--- src/verilog/spfp_pkg.sv ---
// constants for the synthesizer post-divider and frame pulse block
package spfp_pkg;
  localparam int unsigned RATIO_W = 24;
  localparam int unsigned PERIOD_W = 16;
  localparam logic [7:0] ADDR_DIV_A = 8'ha4;
  localparam logic [7:0] ADDR_DIV_B = 8'ha7;
  localparam logic [23:0] RATIO_RESET = 24'h00_0000;
  localparam int unsigned MODE_MSB = 23;
  localparam int unsigned MODE_LSB = 20;
  localparam logic [3:0] MODE_FRAME = 4'hf;
  localparam int unsigned STYLE_BIT = 19;
  localparam int unsigned POL_BIT = 18;
  localparam int unsigned SEL_MSB = 17;
  localparam int unsigned SEL_LSB = 16;
  localparam int unsigned PERIOD_MSB = 15;
  localparam logic [23:0] MAX_RATIO = 24'hef_ffff;
  localparam logic [23:0] MIN_RATIO = 24'h00_0002;
  localparam logic [1:0] SEL_A = 2'h0;
  localparam logic [1:0] SEL_B = 2'h1;
  localparam logic [1:0] SEL_C = 2'h2;
  localparam logic [1:0] SEL_D = 2'h3;
endpackage

--- src/verilog/spfp_top.sv ---
// post-dividers a and b of the third synthesizer with frame pulse shaping
`timescale 1ns/1ps
module spfp_top (
  input wire logic mclk_i, // oscillator clock
  input wire logic srst_i, // synchronous reset, active high
  input wire logic [7:0] reg_addr_i, // register byte address
  input wire logic [7:0] reg_wdata_i, // write byte
  input wire logic reg_wr_i, // write strobe
  input wire logic reg_rd_i, // read strobe
  input wire logic div_c_clk_i, // divider c clock level
  input wire logic div_d_clk_i, // divider d clock level
  output logic [7:0] reg_rdata_o, // read byte, valid after read
  output logic out_a_o, // divider a output
  output logic out_b_o // divider b output
);
  logic [1:0][23:0] ratio;
  logic [1:0][23:0] next_ratio;
  logic [1:0][23:0] div_cnt;
  logic [1:0][23:0] next_div_cnt;
  logic [1:0] div_clk;
  logic [1:0] next_div_clk;
  logic [1:0][15:0] frm_cnt;
  logic [1:0][15:0] next_frm_cnt;
  logic [1:0] pulse;
  logic [1:0] next_pulse;
  logic [3:0] rel_prev;
  logic [3:0] rel_now;
  logic [7:0] next_rdata;
  logic [1:0] next_out;
  logic [1:0] frame;
  logic [1:0] rise;
  logic [1:0] fall;
  logic [1:0][15:0] last;

  // counter step with wrap at limit
  function automatic logic [23:0] spfp_step(input logic [23:0] cnt,
                                            input logic [23:0] limit);
    spfp_step = (cnt >= limit) ? 24'h00_0000 : cnt + 24'h00_0001;
  endfunction

  // byte lane of a 24-bit register, lane 0 is the top byte
  function automatic logic [7:0] spfp_lane(input logic [23:0] r,
                                           input logic [1:0] lane);
    unique case (lane)
      2'h0: spfp_lane = r[23:16];
      2'h1: spfp_lane = r[15:8];
      default: spfp_lane = r[7:0];
    endcase
  endfunction

  assign rel_now = {div_d_clk_i, div_c_clk_i, div_clk};

  always_comb
  begin
    logic [7:0] off;
    logic [1:0] sel;
    logic [23:0] r;
    off = 8'h00;
    sel = 2'h0;
    r = 24'h00_0000;
    next_ratio = ratio;
    next_rdata = 8'h00;
    for (int i = 0; i < 2; i++)
    begin
      off = reg_addr_i - (i == 0 ? spfp_pkg::ADDR_DIV_A
                                 : spfp_pkg::ADDR_DIV_B);
      if (off < 8'h03)
      begin
        if (reg_rd_i)
          next_rdata = spfp_lane(ratio[i], off[1:0]);
        if (reg_wr_i)
        begin
          unique case (off[1:0])
            2'h0: next_ratio[i][23:16] = reg_wdata_i;
            2'h1: next_ratio[i][15:8] = reg_wdata_i;
            default: next_ratio[i][7:0] = reg_wdata_i;
          endcase
        end
      end
    end
    for (int i = 0; i < 2; i++)
    begin
      r = ratio[i];
      frame[i] = r[spfp_pkg::MODE_MSB:spfp_pkg::MODE_LSB]
                 == spfp_pkg::MODE_FRAME;
      // (ratios below two hold the clock low)
      if (r < spfp_pkg::MIN_RATIO)
      begin
        next_div_cnt[i] = 24'h00_0000;
        next_div_clk[i] = 1'b0;
      end
      else
      begin
        next_div_cnt[i] = spfp_step(div_cnt[i], r - 24'h00_0001);
        next_div_clk[i] = next_div_cnt[i] < (r >> 1);
      end
      sel = r[spfp_pkg::SEL_MSB:spfp_pkg::SEL_LSB];
      // own index is the reserved code for each divider
      rise[i] = (sel != 2'(i)) && rel_now[sel] && !rel_prev[sel];
      fall[i] = (sel != 2'(i)) && !rel_now[sel] && rel_prev[sel];
      last[i] = (r[spfp_pkg::PERIOD_MSB:0] == 16'h0000) ? 16'h0000
                : r[spfp_pkg::PERIOD_MSB:0] - 16'h0001;
      next_frm_cnt[i] = frm_cnt[i];
      next_pulse[i] = pulse[i];
      if (frame[i] && rise[i])
      begin
        next_frm_cnt[i] = 16'(spfp_step({8'h00, frm_cnt[i]},
                                        {8'h00, last[i]}));
        if (r[spfp_pkg::STYLE_BIT])
          next_pulse[i] = next_frm_cnt[i] == 16'h0000;
      end
      if (frame[i] && fall[i] && !r[spfp_pkg::STYLE_BIT])
        next_pulse[i] = frm_cnt[i] == last[i];
      next_out[i] = frame[i] ? next_pulse[i] ^ r[spfp_pkg::POL_BIT]
                             : next_div_clk[i];
    end
  end

  always_ff @(posedge mclk_i)
  begin
    if (srst_i)
    begin
      ratio <= {2{spfp_pkg::RATIO_RESET}};
      div_cnt <= '0;
      div_clk <= 2'b00;
      frm_cnt <= '0;
      pulse <= 2'b00;
      rel_prev <= 4'h0;
      reg_rdata_o <= 8'h00;
      out_a_o <= 1'b0;
      out_b_o <= 1'b0;
    end
    else
    begin
      ratio <= next_ratio;
      div_cnt <= next_div_cnt;
      div_clk <= next_div_clk;
      frm_cnt <= next_frm_cnt;
      pulse <= next_pulse;
      rel_prev <= rel_now;
      reg_rdata_o <= next_rdata;
      out_a_o <= next_out[0];
      out_b_o <= next_out[1];
    end
  end
endmodule // spfp_top
--- config.mk ---
export PLATFORM = sky130hd
export DESIGN_NAME = spfp_top
export DESIGN_NICKNAME = d
export VERILOG_FILES = /design/src/verilog/spfp_pkg.sv /design/src/verilog/spfp_top.sv
export SDC_FILE = /design/constraint.sdc
export NUM_CORES = 1
export LEC_CHECK = 0
export BUFFER_PORTS_ARGS = -buffer_cell sky130_fd_sc_hd__buf_2
export CAP_MARGIN = 40
export CORE_UTILIZATION = 55
export DETAILED_ROUTE_END_ITERATION = 16
export PLACE_DENSITY = 0.75
export REMOVE_ABC_BUFFERS = 1
export SETUP_SLACK_MARGIN = 0.1
export SKIP_CTS_REPAIR_TIMING = 1
export SYNTH_ARGS = -nofsm -noshare
export SYNTH_HDL_FRONTEND = slang
export SYNTH_SLANG_ARGS = --single-unit
--- constraint.sdc ---
create_clock -name mclk_i -period 5.4 [get_ports mclk_i]
set_clock_uncertainty 0.1 [all_clocks]
set_input_delay 0.81 -clock mclk_i [delete_from_list [all_inputs] [get_ports mclk_i]]
set_output_delay 0.81 -clock mclk_i [all_outputs]
set_load 0.01 [all_outputs]
* Word level (Yosys, flattened, before mapping)
Cells that the tools add are included.
** Operators by class
- Add/sub/neg operators :: 10
- Order comparisons :: 12
- Equal/unequal tests :: 7
- Muxes and demuxes :: 30
- Bitwise logic cells :: 4
- Reduce and logical (&&, ||, !) cells :: 37
** Operator list (number)
- $logic_not 16->1 :: 4
- $mux 16 :: 4
- $add 24x1->24 const B :: 2
- $ge 24x24->1 :: 2
- $lt 24x2->1 const B :: 2
- $lt 24x23->1 :: 2
- $mux 24 :: 2
- $sub 24x1->24 const B :: 2
- $add 16x1->16 const B :: 2
- $eq 16x16->1 :: 2
- $ge 16x16->1 :: 2
- $mux 8 :: 4
- $pmux 8 s2 :: 2
- $sub 16x1->16 const B :: 2
- $reduce_and 3->1 :: 6
- $lt 8x2->1 const B :: 2
- $sub 8x8->8 const B :: 2
- $logic_and 1x1->1 :: 14
- $mux 1 :: 14
- $bmux 1 s2 :: 4
- $eq 4x4->1 const B :: 2
- $reduce_or 2->1 :: 4
- $logic_not 1->1 :: 6
- $lt 2x3->1 const B :: 2
- other kinds (6) :: 10
** Storage, ports and cells
- Bits in registers :: 146
- Output and inout port bits :: 10
- Word-level logic and storage cells :: 116

* Depth between registers and ports, before layout
- Depth after elaboration :: 10
- Mapped depth :: 23
- Depth with buffers taken out :: 22

* Worst setup path after synthesis
Ideal clock, no wire load.
- Kind :: register to register
- From :: reg ratio[26] (netlist name)
- To :: reg out_b_o
- Library setup time :: 0.117 ns
- Arrival :: 5.060 ns
- Required time :: 5.183 ns
- Slack :: 0.123 ns
- Cell stages (with the launch flop) :: 23
- Buffers on the path :: 1
- Period minus slack after synthesis :: 5.277 ns
- Path through :: dfxtp_1 or4_4 nor3_2 inv_2 or4_4 or3_4 and2_1 ha_1 nand4_1 nor4_1 a311o_1 o21ai_0 nand2_1 clkbuf_1 nor2_1 ha_1 nand4_1 nor3_1 nand4_1 a311oi_1 nand2_1 a31oi_1 nand2_1
** Between the ends
- Cells in the longest elaborated chain, start to end :: 10
** Ends and longest elaborated chain
- start, declared :: RTL line spfp_top.sv:16 : logic [1:0][23:0] ratio;
- start signal, assigned :: RTL line spfp_top.sv:123 : ratio <= {2{spfp_pkg::RATIO_RESET}};
- start signal, assigned :: RTL line spfp_top.sv:135 : ratio <= next_ratio;
- parallel branches: the longest is 9 deep, another holds $sub 24x1->24
- $mux 1 * :: RTL line spfp_top.sv:114 : next_out[i] = frame[i] ? next_pulse[i] ^ r[spfp_pkg::POL_BIT]
- end signal, assigned :: RTL line spfp_top.sv:143 : out_b_o <= next_out[1];
- end, declared :: RTL line spfp_top.sv:14 : output logic out_b_o
Mark *: on every way between the ends.
A chain may end at the register's enable or synchronous reset.

* Final worst setup path
- From :: reg ratio[29] (netlist name)
- To :: reg out_b_o
Same word-level chain as after synthesis.

==> results.tsv <==
metric	value	unit
global-route wire length before repair	49.5	mm
vias per inst	6.18	
Syn. warnings	0	
Critical Path AT	5.64	ns
CP required	5.62	ns
Placed Instance Area	11600	um2
Bufs on Longest Clock Path	2	
dominant cells by area after synthesis	dfxtp_1, ha_1, nor2_1	
Hold Path Class	flip-flop to flip-flop	
CTS tree	built	
I/O pin count	32	
die width	144	um
share of cells above drive strength 1	9.87	%
Cell variety after synth	73	
H-tree depth	4	
P per Cell Area	210	nW/um2
total gr overflow	0	
Rel. slew slack	41.4	%
fin cells	1705	
Cell Area, Synth	11100	um2
LEAKAGE	5.55	nW
initial core utilization	56.7	%
vias in the first global route	9837	
most common cell after layout, fill and taps aside	nor2_1	
DRC viols	0	
Final Hold Fails	0	
Yosys reg bits	146	
area share of the leading cell type in the synthesized netlist	26.3	%
clock transition at the registers of the reported paths	0.07	ns
gr usage total	30.5	%
Slowest-stage cell, CP	or4_4	
final net count	1585	
worst slack, placed	-0.120	ns
Setup Crit Path Kind	flip-flop to flip-flop	
period utilisation layout	100	%
largest net degree at the start of global routing	83	
MaxCap Viol Count	0	
element type at the critical path end	flip-flop	
RD Place Congestion	0.996	
Max Fclk	185	MHz
Initial DRT Pass Iterations	5	
asr flop ratio synth	0	%
final setup fails	1	
most frequent cells in the layout	nor2_1, dfxtp_1, ha_1	
mean post-synth cell area	7.95	um2
TritonCTS Buffers	17	
Die Y-Extent	144	um
number of clock sinks	146	
clock root cell	clkbuf_16	
Placed Cells incl. Taps	1658	
register area share after synthesis	26.3	%
Slew Viols, Final	0	
RSZ-0062 raised after global routing	yes	
Core Area	19700	um2
critical path peak fanout	9	
worst skew pair latency	0.43	ns
DR WL/cell	18.5	um
fin area	12500	um2
row count	51	
final core utilization	63.5	%
crit path buf inv count	4	
Critical Path Source Type	flip-flop	
hpwl dp	23.3	mm
P&R area growth vs syn	12.0	%
Top delay family on crit path	simple AND/OR/NAND/NOR gates	
die area	20800	um2
status	finished with violations	
final worst slack	-0.0196	ns
slowest stage delay, CP	0.56	ns
Final min period	5.42	ns
leading register cell type out of synthesis	dfxtp_1	
violated checks	negative setup slack	
Post-synth EDFFs	0	
area leader, netlist	dfxtp_1	
worst vdd ir	0.221	mV
via count	10500	
setup TNS	-0.0196	ns
Mapped Cells	1400	
DRT iter0 DRCs	836	
post-route ant nets	0	
Routed WL	31.6	mm
Worst-Margin Slew	0.870	ns
antenna violations before repair	2	
count of port buffers added during placement	31	
metal layers:
metal / vias up / track usage [%] / part of all wire (%)
met2: 348 / 53.2 / 50
met3: 86 / 4.50 / 5.4
met1: 4980 / 36.6 / 41
met5: - / 0 / 0
met4: 0 / 14.4 / 4.1
li1: 5118 / - / -
power breakdown:
group / switching [W] / internal (W)
clock network: 0.000489 / 0.000879
registers: 0.00000237 / 0.00108
logic: 0.000106 / 0.0000581
final timing paths:
check,from,end,slack [ns],cells after the start
setup / recovery,ratio[29],out_b_o,-0.02,25
hold / removal,frm_cnt[1],frm_cnt[1],0.43,2
setup reg to reg,ratio[29],out_b_o,-0.02,25
hold reg to reg,frm_cnt[1],frm_cnt[1],0.43,2
sequential cells by signal, indices dropped and copies added (netlist names):
signal,cells
out_b_o,1
frm_cnt,32
div_clk,2
out_a_o,1
rel_prev,4
div_cnt,48
reg_rdata_o,8
ratio,48
pulse,2
area by class of cell:
type | instances | area [um2]
well taps | 265 | 332
multi-input cells | 1122 | 7830
flip-flops and latches | 146 | 2920
clock buffers | 19 | 443
diodes | 2 | 5.00
repair buffers | 63 | 430
fillers | 1731 | 7180
clock inverters | 13 | 233
inverters | 75 | 282
stage by stage:
| stage | hold WS (ns) | power, W |
|---|---|---|
| 2_1_floorplan | 0.337 | 0.00120 |
| 3_3_place_gp | 0.386 | 0.00126 |
| 3_5_place_dp | 0.392 | 0.00126 |
| 4_1_cts | 0.397 | 0.00262 |
| 5_1_grt | 0.448 | 0.00268 |
| 6_report | 0.426 | 0.00261 |
tightest hold or removal path, cell delays in order (launching register included):
cell	delay [ns]
dfxtp_1	0.36
nand2_1	0.07
a21oi_1	0.05
cell usage after synthesis (4+ instances only):
| library cell | count |
|---|---|
| a211oi_1 | 12 |
| a21o_1 | 14 |
| a21oi_1 | 84 |
| a221oi_1 | 11 |
| a22oi_1 | 17 |
| a31oi_1 | 4 |
| and2_1 | 6 |
| and3_1 | 15 |
| and4_1 | 8 |
| clkbuf_1 | 50 |
| dfxtp_1 | 146 |
| ha_1 | 138 |
| inv_1 | 74 |
| mux2i_1 | 49 |
| nand2_1 | 85 |
| nand2b_1 | 36 |
| nand3_1 | 61 |
| nand3b_1 | 5 |
| nand4_1 | 48 |
| nor2_1 | 164 |
| nor2b_1 | 15 |
| nor3_1 | 79 |
| nor4_1 | 21 |
| nor4b_1 | 4 |
| o211ai_1 | 5 |
| o21a_1 | 4 |
| o21ai_0 | 51 |
| or2_2 | 8 |
| or3_1 | 21 |
| or4_1 | 11 |
| xnor2_1 | 65 |
| xor2_1 | 26 |
cell families (layout without fill, tap and decap cells):
| family | after synthesis | count (layout) | synth area share (%) |
|---|---|---|---|
| compound gates | 231 | 231 | 12.9 |
| xor+xnor | 91 | 91 | 7.16 |
| fa+ha+maj | 138 | 138 | 15.5 |
| buf+inv | 132 | 170 | 4.66 |
| flops | 146 | 146 | 26.3 |
| mux | 53 | 53 | 5.25 |
| other cells | 0 | 2 | 0 |
| simple gates | 609 | 609 | 28.3 |
No activity file was read; power rests on OpenSTA's default activity.
